**src/pdmc_pkg.sv**
```systemverilog
// package of constants and types for the power-down mode controller
// What this block and its software do
// halt with select 0 enters sleep
// halt with select 1 enters software standby
// select bit survives standby wake-up
// settle wait with oscillator running
// settle field picks 8K to 128K states
// flash variant code 101 gives 1,024
// software picks settle time of 8 ms
// short settle flagged as timer hazard
// software restores settle code after wake
// system control register layout and reset
// interrupt, reset or standby pin ends sleep
// wake interrupt, settle, then exception start
// low standby pin forces hardware standby
// halt strobe samples the select bit
package pdmc_pkg;

  // register map, byte address on the apb bus
  localparam logic [15:0] SYSCTL_ADDR = 16'hffc4;
  localparam logic [7:0] SYSCTL_RESET = 8'h09;

  // field positions inside system_control
  localparam int BIT_STANDBY_SEL = 7;
  localparam int BIT_SETTLE_LO = 4;
  localparam int BIT_RESET_SRC = 3;
  localparam int BIT_EDGE_SEL = 2;
  localparam int BIT_HOST_EN = 1;
  localparam int BIT_RAM_EN = 0;

  // settle field codes
  localparam logic [2:0] SETTLE_CODE_LONG = 3'h4;
  localparam logic [2:0] SETTLE_CODE_SHORT = 3'h5;

  // settle wait in system clock states
  localparam int SETTLE_BASE_CYCLES = 8192;
  localparam int SETTLE_SHORT_CYCLES = 1024;
  localparam int SETTLE_CNT_W = 18;

  // least crystal settle time, kept by software
  localparam int XTAL_SETTLE_MS = 8;

  // register image, bit 7 down to bit 0
  typedef struct packed {
    logic standby_select_bit;
    logic settle_sel_2;
    logic settle_sel_1;
    logic settle_sel_0;
    logic reset_source_flag;
    logic nonmaskable_edge_select;
    logic host_interface_enable;
    logic ram_enable_bit;
  } pdmc_sysctl_s;

  // operating states of the controller
  typedef enum logic [2:0] {
    ST_RUN,
    ST_SLEEP,
    ST_SW_STANDBY,
    ST_SETTLE,
    ST_HW_STANDBY
  } pdmc_state_e;

endpackage

```
**src/pdmc_settle.sv**
```systemverilog
// oscillator settle timer used on wake-up from software standby
`timescale 1ns/1ps
module pdmc_settle #(
  parameter int BASE_CYCLES = pdmc_pkg::SETTLE_BASE_CYCLES, // code 000 wait
  parameter int SHORT_CYCLES = pdmc_pkg::SETTLE_SHORT_CYCLES, // code 101
  parameter bit FLASH_VARIANT = 1'b1 // flash part decodes code 101
) (
  input wire logic clk, // system clock
  input wire logic reset_n, // synchronous reset, low active
  input wire logic start, // one-cycle pulse, begins the wait
  input wire logic [2:0] code, // settle field
  output logic busy, // wait in progress
  output logic done // one-cycle pulse at end of wait
);

  localparam int W = pdmc_pkg::SETTLE_CNT_W;

  // settle code to wait length in cycles
  function automatic logic [W-1:0] settle_cycles(input logic [2:0] c);
    logic [W-1:0] n;
    n = W'(BASE_CYCLES) << 4;
    if (c[2] == 1'b0) begin
      n = W'(BASE_CYCLES) << c[1:0];
    end else if (FLASH_VARIANT && c == pdmc_pkg::SETTLE_CODE_SHORT) begin
      n = W'(SHORT_CYCLES);
    end
    // unused codes fall back to the longest wait, the safe side
    return n;
  endfunction

  logic [W-1:0] count; // cycles left minus one
  logic [W-1:0] next_count;
  logic next_busy;
  logic next_done;

  // load on start, count down, pulse done on the last cycle
  always_comb begin
    next_count = count;
    next_busy = busy;
    next_done = 1'b0;
    if (start) begin
      next_count = settle_cycles(code) - W'(1);
      next_busy = 1'b1;
    end else if (busy) begin
      if (count == '0) begin
        next_busy = 1'b0;
        next_done = 1'b1;
      end else begin
        next_count = count - W'(1);
      end
    end
  end

  always_ff @(posedge clk) begin
    if (!reset_n) begin
      count <= '0;
      busy <= 1'b0;
      done <= 1'b0;
    end else begin
      count <= next_count;
      busy <= next_busy;
      done <= next_done;
    end
  end

  // helper: wait length seen from start to done
  logic [W-1:0] elapsed;
  logic [W-1:0] expect_len;
  always_ff @(posedge clk) begin
    if (!reset_n) begin
      elapsed <= '0;
      expect_len <= '0;
    end else if (start) begin
      elapsed <= W'(1);
      expect_len <= settle_cycles(code);
    end else if (busy) begin
      elapsed <= elapsed + W'(1);
    end
  end

  AST_SETTLE_LEN: assert property (
    @(posedge clk) disable iff (!reset_n)
    done |-> elapsed == expect_len + W'(1))
    else $error("settle wait length wrong");

  AST_SHORT_CODE: assert property (
    @(posedge clk) disable iff (!reset_n)
    start && code == pdmc_pkg::SETTLE_CODE_SHORT
    |=> count == (FLASH_VARIANT ? W'(SHORT_CYCLES - 1)
                                : (W'(BASE_CYCLES) << 4) - W'(1)))
    else $error("code 101 decoded wrong");

endmodule

```
**src/pdmc_top.sv**
```systemverilog
// power-down mode controller with apb access to system_control
//
// Local design decision: register access over APB.
`timescale 1ns/1ps
module pdmc_top #(
  parameter int SETTLE_BASE = pdmc_pkg::SETTLE_BASE_CYCLES, // code 000
  parameter int SETTLE_SHORT = pdmc_pkg::SETTLE_SHORT_CYCLES, // code 101
  parameter bit FLASH_VARIANT = 1'b1 // flash-equipped part
) (
  input wire logic clk, // system clock, 10 mhz
  input wire logic reset_n, // synchronous reset, low active
  input wire logic [15:0] paddr, // apb address
  input wire logic psel, // apb select
  input wire logic penable, // apb enable
  input wire logic pwrite, // apb direction
  input wire logic [31:0] pwdata, // apb write data
  input wire logic [3:0] pstrb, // apb byte strobes
  output logic [31:0] prdata, // apb read data
  output logic pready, // apb ready
  output logic pslverr, // apb error, unmapped address
  input wire logic halt_strobe, // core executed halt, one cycle
  input wire logic irq_pending, // any enabled interrupt request
  input wire logic ext_wake, // external wake interrupt request
  input wire logic int_reset_event, // reset from an internal source
  input wire logic reset_pin_n, // reset pin, low active
  input wire logic standby_pin_n, // standby pin, low active
  output logic cpu_halt, // core stopped, registers held
  output logic cpu_reset, // core held in reset
  output logic sys_clk_en, // system clock gate enable
  output logic osc_en, // oscillator running
  output logic module_reset, // on-chip modules held at reset
  output logic ports_hiz, // i/o ports to high impedance
  output logic irq_exception, // start interrupt handling, pulse
  output logic ram_enable, // ram enable bit
  output logic host_if_enable, // host interface enable bit
  output logic nmi_rising_edge, // edge select bit for the nmi pin
  output logic timer_div_limit, // slow timer divisors miscount
  output logic [2:0] power_state // current mode
);

  pdmc_pkg::pdmc_sysctl_s sysctl; // system_control register
  pdmc_pkg::pdmc_sysctl_s next_sysctl;
  pdmc_pkg::pdmc_state_e state; // controller mode
  pdmc_pkg::pdmc_state_e next_state;

  // apb answer flops
  logic [31:0] next_prdata;
  logic next_pready;
  logic next_pslverr;

  // control outputs
  logic next_cpu_halt;
  logic next_cpu_reset;
  logic next_sys_clk_en;
  logic next_osc_en;
  logic next_module_reset;
  logic next_ports_hiz;
  logic next_irq_exception;
  logic next_timer_div_limit;

  logic settle_start; // pulse, wake seen in software standby
  logic settle_busy; // wait running
  logic settle_done; // wait over

  logic hit; // address decodes to system_control
  logic setup; // apb setup cycle
  logic wr_take; // write commits this edge
  logic [2:0] settle_code; // settle field as a vector

  assign hit = (paddr == pdmc_pkg::SYSCTL_ADDR);
  assign setup = psel && !penable;
  assign wr_take = psel && penable && pready && pwrite && hit;
  assign settle_code = {sysctl.settle_sel_2, sysctl.settle_sel_1,
                        sysctl.settle_sel_0};

  // settle wait counter
  pdmc_settle #(
    .BASE_CYCLES(SETTLE_BASE),
    .SHORT_CYCLES(SETTLE_SHORT),
    .FLASH_VARIANT(FLASH_VARIANT)
  ) u_settle (
    .clk(clk),
    .reset_n(reset_n),
    .start(settle_start),
    .code(settle_code),
    .busy(settle_busy),
    .done(settle_done)
  );

  // apb slave: answer registered in setup, one-cycle access phase
  always_comb begin
    next_pready = setup;
    next_pslverr = setup && !hit;
    next_prdata = prdata;
    if (setup) begin
      next_prdata = '0;
      if (hit && !pwrite) begin
        next_prdata[7:0] = sysctl; // upper bits read zero
      end
    end
  end

  always_ff @(posedge clk) begin
    if (!reset_n) begin
      prdata <= '0;
      pready <= 1'b0;
      pslverr <= 1'b0;
    end else begin
      prdata <= next_prdata;
      pready <= next_pready;
      pslverr <= next_pslverr;
    end
  end

  // register next value: software writes, pin resets, source flag
  always_comb begin
    next_sysctl = sysctl;
    if (!standby_pin_n || !reset_pin_n) begin
      // hardware standby and pin reset both load initial values
      next_sysctl = pdmc_pkg::SYSCTL_RESET;
    end else begin
      if (wr_take && pstrb[0]) begin
        // reset source flag is read-only, keep it out of the write
        next_sysctl = pwdata[7:0];
        next_sysctl.reset_source_flag = sysctl.reset_source_flag;
      end
      if (int_reset_event) begin
        next_sysctl.reset_source_flag = 1'b0;
      end
    end
    // standby select is never cleared by wake-up, only by a write, the reset or standby pin, or reset_n
  end

  always_ff @(posedge clk) begin
    if (!reset_n) begin
      sysctl <= pdmc_pkg::SYSCTL_RESET;
    end else begin
      sysctl <= next_sysctl;
    end
  end

  // mode sequencing; standby pin first, then reset pin, then events
  always_comb begin
    next_state = state;
    settle_start = 1'b0;
    next_irq_exception = 1'b0;
    if (!standby_pin_n) begin
      next_state = pdmc_pkg::ST_HW_STANDBY;
    end else if (!reset_pin_n) begin
      next_state = pdmc_pkg::ST_RUN;
    end else begin
      case (state)
        pdmc_pkg::ST_RUN: begin
          if (halt_strobe) begin
            // select bit sampled on the halt strobe itself
            if (sysctl.standby_select_bit) begin
              next_state = pdmc_pkg::ST_SW_STANDBY;
            end else begin
              next_state = pdmc_pkg::ST_SLEEP;
            end
          end
        end
        pdmc_pkg::ST_SLEEP: begin
          if (irq_pending) begin
            next_state = pdmc_pkg::ST_RUN;
            next_irq_exception = 1'b1;
          end
        end
        pdmc_pkg::ST_SW_STANDBY: begin
          if (ext_wake) begin
            next_state = pdmc_pkg::ST_SETTLE;
            settle_start = 1'b1;
          end
        end
        pdmc_pkg::ST_SETTLE: begin
          if (settle_done) begin
            next_state = pdmc_pkg::ST_RUN;
            next_irq_exception = 1'b1;
          end
        end
        pdmc_pkg::ST_HW_STANDBY: begin
          // leaving needs the reset pin, handled above
          next_state = pdmc_pkg::ST_HW_STANDBY;
        end
        default: begin
          next_state = pdmc_pkg::ST_RUN;
        end
      endcase
    end
  end

  always_ff @(posedge clk) begin
    if (!reset_n) begin
      state <= pdmc_pkg::ST_RUN;
      irq_exception <= 1'b0;
    end else begin
      state <= next_state;
      irq_exception <= next_irq_exception;
    end
  end

  // clock, reset and port controls follow the next mode,
  // so they line up with the state flop in the same cycle
  always_comb begin
    next_cpu_halt = 1'b1;
    next_cpu_reset = !reset_pin_n && standby_pin_n;
    next_sys_clk_en = 1'b0;
    next_osc_en = 1'b0;
    next_module_reset = 1'b1;
    next_ports_hiz = 1'b0;
    case (next_state)
      pdmc_pkg::ST_RUN: begin
        next_cpu_halt = next_cpu_reset;
        next_sys_clk_en = 1'b1;
        next_osc_en = 1'b1;
        next_module_reset = next_cpu_reset;
      end
      pdmc_pkg::ST_SLEEP: begin
        next_sys_clk_en = 1'b1;
        next_osc_en = 1'b1;
        next_module_reset = 1'b0;
      end
      pdmc_pkg::ST_SW_STANDBY: begin
        // clock stopped, modules reset; ram and ports untouched
        next_sys_clk_en = 1'b0;
      end
      pdmc_pkg::ST_SETTLE: begin
        next_osc_en = 1'b1;
      end
      pdmc_pkg::ST_HW_STANDBY: begin
        next_ports_hiz = 1'b1;
      end
      default: begin
        next_module_reset = 1'b1;
      end
    endcase
    // short settle leaves slow timer prescalers out of step
    next_timer_div_limit = FLASH_VARIANT &&
      next_sysctl.settle_sel_2 && !next_sysctl.settle_sel_1 &&
      next_sysctl.settle_sel_0;
  end

  always_ff @(posedge clk) begin
    if (!reset_n) begin
      cpu_halt <= 1'b0;
      cpu_reset <= 1'b0;
      sys_clk_en <= 1'b1;
      osc_en <= 1'b1;
      module_reset <= 1'b0;
      ports_hiz <= 1'b0;
      timer_div_limit <= 1'b0;
    end else begin
      cpu_halt <= next_cpu_halt;
      cpu_reset <= next_cpu_reset;
      sys_clk_en <= next_sys_clk_en;
      osc_en <= next_osc_en;
      module_reset <= next_module_reset;
      ports_hiz <= next_ports_hiz;
      timer_div_limit <= next_timer_div_limit;
    end
  end

  // plain register bits and mode shown from flops
  always_ff @(posedge clk) begin
    if (!reset_n) begin
      ram_enable <= 1'b1;
      host_if_enable <= 1'b0;
      nmi_rising_edge <= 1'b0;
      power_state <= 3'h0;
    end else begin
      ram_enable <= next_sysctl.ram_enable_bit;
      host_if_enable <= next_sysctl.host_interface_enable;
      nmi_rising_edge <= next_sysctl.nonmaskable_edge_select;
      power_state <= 3'(next_state);
    end
  end

  AST_SLEEP_ENTRY: assert property (
    @(posedge clk) disable iff (!reset_n)
    state == pdmc_pkg::ST_RUN && halt_strobe && reset_pin_n &&
    standby_pin_n && !sysctl.standby_select_bit
    |=> state == pdmc_pkg::ST_SLEEP && sys_clk_en && cpu_halt &&
        !module_reset)
    else $error("halt did not enter sleep");

  AST_SWSTBY_ENTRY: assert property (
    @(posedge clk) disable iff (!reset_n)
    state == pdmc_pkg::ST_RUN && halt_strobe && reset_pin_n &&
    standby_pin_n && sysctl.standby_select_bit
    |=> state == pdmc_pkg::ST_SW_STANDBY && !sys_clk_en &&
        module_reset && !ports_hiz)
    else $error("halt did not enter software standby");

  AST_SELECT_KEPT: assert property (
    @(posedge clk) disable iff (!reset_n)
    state == pdmc_pkg::ST_SETTLE && settle_done && !wr_take &&
    reset_pin_n && standby_pin_n
    |=> sysctl.standby_select_bit)
    else $error("select bit lost on wake-up");

  AST_SETTLE_HOLD: assert property (
    @(posedge clk) disable iff (!reset_n)
    state == pdmc_pkg::ST_SETTLE |-> osc_en && !sys_clk_en &&
    cpu_halt && module_reset && settle_busy || settle_done)
    else $error("settle wait not held in standby");

  AST_DIV_LIMIT: assert property (
    @(posedge clk) disable iff (!reset_n)
    ##1 timer_div_limit == (FLASH_VARIANT &&
        {sysctl.settle_sel_2, sysctl.settle_sel_1, sysctl.settle_sel_0}
        == pdmc_pkg::SETTLE_CODE_SHORT))
    else $error("timer limit flag wrong");

  AST_READ_BACK: assert property (
    @(posedge clk) disable iff (!reset_n)
    setup && hit && !pwrite
    |=> pready && prdata == {24'h00_0000, $past(sysctl)})
    else $error("register read back wrong");

  AST_SLEEP_EXIT: assert property (
    @(posedge clk) disable iff (!reset_n)
    state == pdmc_pkg::ST_SLEEP && irq_pending && reset_pin_n &&
    standby_pin_n
    |=> state == pdmc_pkg::ST_RUN && irq_exception && !cpu_halt)
    else $error("interrupt did not end sleep");

  AST_WAKE_SEQ: assert property (
    @(posedge clk) disable iff (!reset_n)
    state == pdmc_pkg::ST_SW_STANDBY && ext_wake && reset_pin_n &&
    standby_pin_n
    |=> state == pdmc_pkg::ST_SETTLE ##1 settle_busy)
    else $error("wake did not start settle wait");

  AST_HW_STANDBY: assert property (
    @(posedge clk) disable iff (!reset_n)
    !standby_pin_n |=> state == pdmc_pkg::ST_HW_STANDBY && ports_hiz &&
    sysctl == pdmc_pkg::SYSCTL_RESET)
    else $error("standby pin not obeyed");

endmodule
```
**config.mk**
```make
export PLATFORM = sky130hd
export DESIGN_NAME = pdmc_top
export DESIGN_NICKNAME = d
export VERILOG_FILES = /design/src/pdmc_pkg.sv /design/src/pdmc_settle.sv /design/src/pdmc_top.sv
export SDC_FILE = /design/constraint.sdc
export NUM_CORES = 1
export LEC_CHECK = 0
export BUFFER_PORTS_ARGS = -buffer_cell sky130_fd_sc_hd__buf_4
export CAP_MARGIN = 20
export CORE_ASPECT_RATIO = 0.75
export CORE_MARGIN = 3
export CORE_UTILIZATION = 35
export DETAILED_ROUTE_END_ITERATION = 8
export GPL_TIMING_DRIVEN = 0
export PLACE_DENSITY_LB_ADDON = 0.2
export SKIP_CTS_REPAIR_TIMING = 1
export SYNTH_ARGS = -nofsm -noshare
export SYNTH_HDL_FRONTEND = slang
export SYNTH_SLANG_ARGS = --single-unit
```
**constraint.sdc**
```tcl
create_clock -name clk -period 3.1 [get_ports clk]
set_input_delay 0.31 -clock clk [delete_from_list [all_inputs] [get_ports clk]]
set_output_delay 0.31 -clock clk [all_outputs]
set_load 0.02 [all_outputs]
```
==> flow_metrics.env <==
export IMPL_pwr_share_clk=0.415
export IMPL_crit_path_end_kind="flop"
export IMPL_cts_tree="built"
export IMPL_clock_fmax_mhz=405
export IMPL_synth_seq_cells=49
export IMPL_final_util=0.484
export IMPL_fillCellCount=600
export IMPL_path_buf_inv=0
export IMPL_grt_pass1_vias=1986
export IMPL_yosysWarnings=0
export IMPL_cts_max_path_buffers=2
export IMPL_relSlewSlack=0.326
export IMPL_slowest_delay_ps=730
export IMPL_switching_share=0.230
export IMPL_cts_sinks=49
export IMPL_synth_top_area_cell="dfxtp_1"
export IMPL_place_gp_congestion=0.821
export IMPL_power_frac_seq=0.481
export IMPL_core_area_mm2=0.00635
export IMPL_htreeDepth=2
export IMPL_clk_pin_slew_ps=90
export IMPL_period_needed_ps=2470
export IMPL_clk_latency_ps=310
export IMPL_synth_edf_count=0
export IMPL_ys_seq_area_frac=0.423
export IMPL_crit_arrival_ps=2640
export IMPL_synthCells=267
export IMPL_layout_nets=417
export IMPL_comb_power_share=0.104
export IMPL_dr_pass1_iters=4
export IMPL_period_share=0.796
export IMPL_io_buffers=57
export IMPL_synth_top_area_frac=0.423
export IMPL_min_path_type="in -> reg"
export IMPL_hold_viol_final=0
export IMPL_required_ps=3270
export IMPL_p_leak_nw=1.26
export IMPL_synth_async_reset_ratio=0
export IMPL_mappedNetlistArea_mm2=0.00232
export IMPL_die_area_mm2=0.00765
export IMPL_critPathKind="reg -> reg"
export IMPL_initial_utilization=0.366
export IMPL_antenna_left=0
export IMPL_track_usage=0.160
export IMPL_crit_top_cell="nor4_1"
export IMPL_drc=0
export IMPL_drtIter0Drc=85
export IMPL_place_hpwl_um=4530
export IMPL_cpLargestDelayFamily="simple AND/OR/NAND/NOR gates"
export IMPL_synth_flop_cell="dfxtp_1"
export IMPL_cts_root_buf="clkbuf_8"
export IMPL_num_rows=25
export IMPL_p_switching_w=0.000307
export IMPL_dieHeight_um=76.5
export IMPL_critical_path_cell_chain="nor4_1, nand3_1, nor4_1, nor4_1"
export IMPL_synth_area_top_cells="dfxtp_1 42%, buf_4 8.1%, a21oi_1 3.5%, o21ai_0 3.5%, a32oi_1 3.4%"
export IMPL_antenna_found_initial=0
export IMPL_fp_dieW_um=100
export IMPL_grt_first_pass_wirelength_um=9960
export IMPL_ys_types=42
export IMPL_start_kind="flop"
export IMPL_ir_worst_vdd_v=0.000185
export IMPL_avgSynthCellArea_um2=8.69
export IMPL_diodes=0
export IMPL_cap_violations=0
export IMPL_fin_setup_tns_ps=0
export IMPL_viasPerCell=5.13
export IMPL_fin_worst_skew_ps=3.79
export IMPL_maxSlewViolCount=0
export IMPL_dr_total_vias=2236
export IMPL_syn2layout_area_growth_pct=32.5
export IMPL_slowest_stage="nor4_1"
export IMPL_setup_viol=0
export IMPL_rsz0062_at_grt="no"
export IMPL_grt_ovfl_total=0
export IMPL_routedWlPerCell_um=14.0
export IMPL_routed_wl_um=6110
export IMPL_drive_above_1_share=0.276
export IMPL_internal_power_w=0.00103
export IMPL_grt_max_degree=17
export IMPL_p_per_area_mw_per_mm2=434
export IMPL_tightest_slew_ps=1000
export IMPL_path_max_fanout=7
export IMPL_cts_buffers=5
export IMPL_num_io_pins=111
export IMPL_status="finished, final reports clean"
power by group through the flow:
stage	Combinational (W)	Sequential, W	Clock [W]
detailed placement	0.000138	0.000656	0
global route	0.000150	0.000642	0.000596
finish	0.000138	0.000642	0.000553
floorplan	0.0000719	0.000665	0
CTS	0.000138	0.000642	0.000570
global placement	0.000136	0.000656	0
metal layers:
layer	wire [um]	vias up	track usage
li1	-	1143	-
met1	3010	1026	0.228
met2	2650	62	0.234
met3	380	5	0.0457
met4	69	0	0.0458
met5	0	-	0
synth_stat cells, drive strengths merged (2+ instances only):
master	number
nor2	19
a32oi	9
or4	6
a211oi	4
a21boi	2
or3	4
and4	4
nand4	4
a311oi	3
nand4bb	2
nand3	14
nand3b	2
a31oi	8
clkbuf	10
o41ai	3
inv	9
nor2b	3
nand2	10
buf	26
and3	3
a21oi	16
nor3	8
nand2b	3
nor4	11
o21ai	16
dfxtp	49
o31ai	5
and2	2
final timing paths:
kind | depth (start not counted) | start | endpoint | slack, ps
worst max-delay path | 4 | u_settle.count[14] | u_settle.count[3] | 630
worst min-delay path | 2 | int_reset_event | sysctl[3] | 170
worst max register to register | 4 | u_settle.count[14] | u_settle.count[3] | 630
worst min register to register | 2 | u_settle.count[17] | u_settle.count[17] | 480
per-stage QoR:
stage	hold slack, ps	power, W	cells	setup slack, ps	area (um2)
detailed placement	459	0.000794	428	648	2940
finish	171	0.00133	436	633	3070
global placement	453	0.000792	428	770	2940
floorplan	402	0.000737	290	1180	2410
CTS	158	0.00135	436	639	3070
global route	158	0.00139	436	446	3070
layout by cell type (no fill, tap or decap), types with 3 or more instances in the layout:
cell type  netlist  final
buf_4           25     82
dfxtp_1         49     49
conb_1           1     24
nor2_1          19     19
a21oi_1         16     16
o21ai_0         16     16
nand3_1         14     14
clkbuf_1        10     10
nand2_1         10     10
inv_1            9      9
a32oi_1          9      9
nor3_1           8      8
a31oi_1          8      8
nor4_1           7      7
or4_1            6      6
o31ai_1          5      5
clkbuf_8         0      5
and4_1           4      4
nor4_2           4      4
a211oi_1         4      4
or3_1            4      4
nand4_1          4      4
a311oi_1         3      3
nand2b_1         3      3
nor2b_1          3      3
o41ai_1          3      3
and3_1           3      3
final cells by class:
type	instances	area [um2]	area share
multi-input combinational	196	1160	0.378
inverter	9	33.8	0.0110
clock inverter	3	68.8	0.0224
clock buffer	5	68.8	0.0224
timing repair buffer	57	428	0.139
tap	81	101	0.0330
sequential	49	981	0.319
buffer	36	230	0.0749
registers in the layout, indices dropped and copies added (netlist names), 2 cells and up:
name	count
power_state	3
prdata	8
settle_code	3
sysctl	2
u_settle.count	18
cells by family (layout without fill, tap and decap cells):
group	count (synthesis)	after routing	synth area share
compound gates	74	74	0.211
buf+inv	45	110	0.114
flops	49	49	0.423
mux	1	1	0.00485
other cells	1	24	0.00162
simple gates	97	97	0.246
Power figures use the tool's default switching activity.
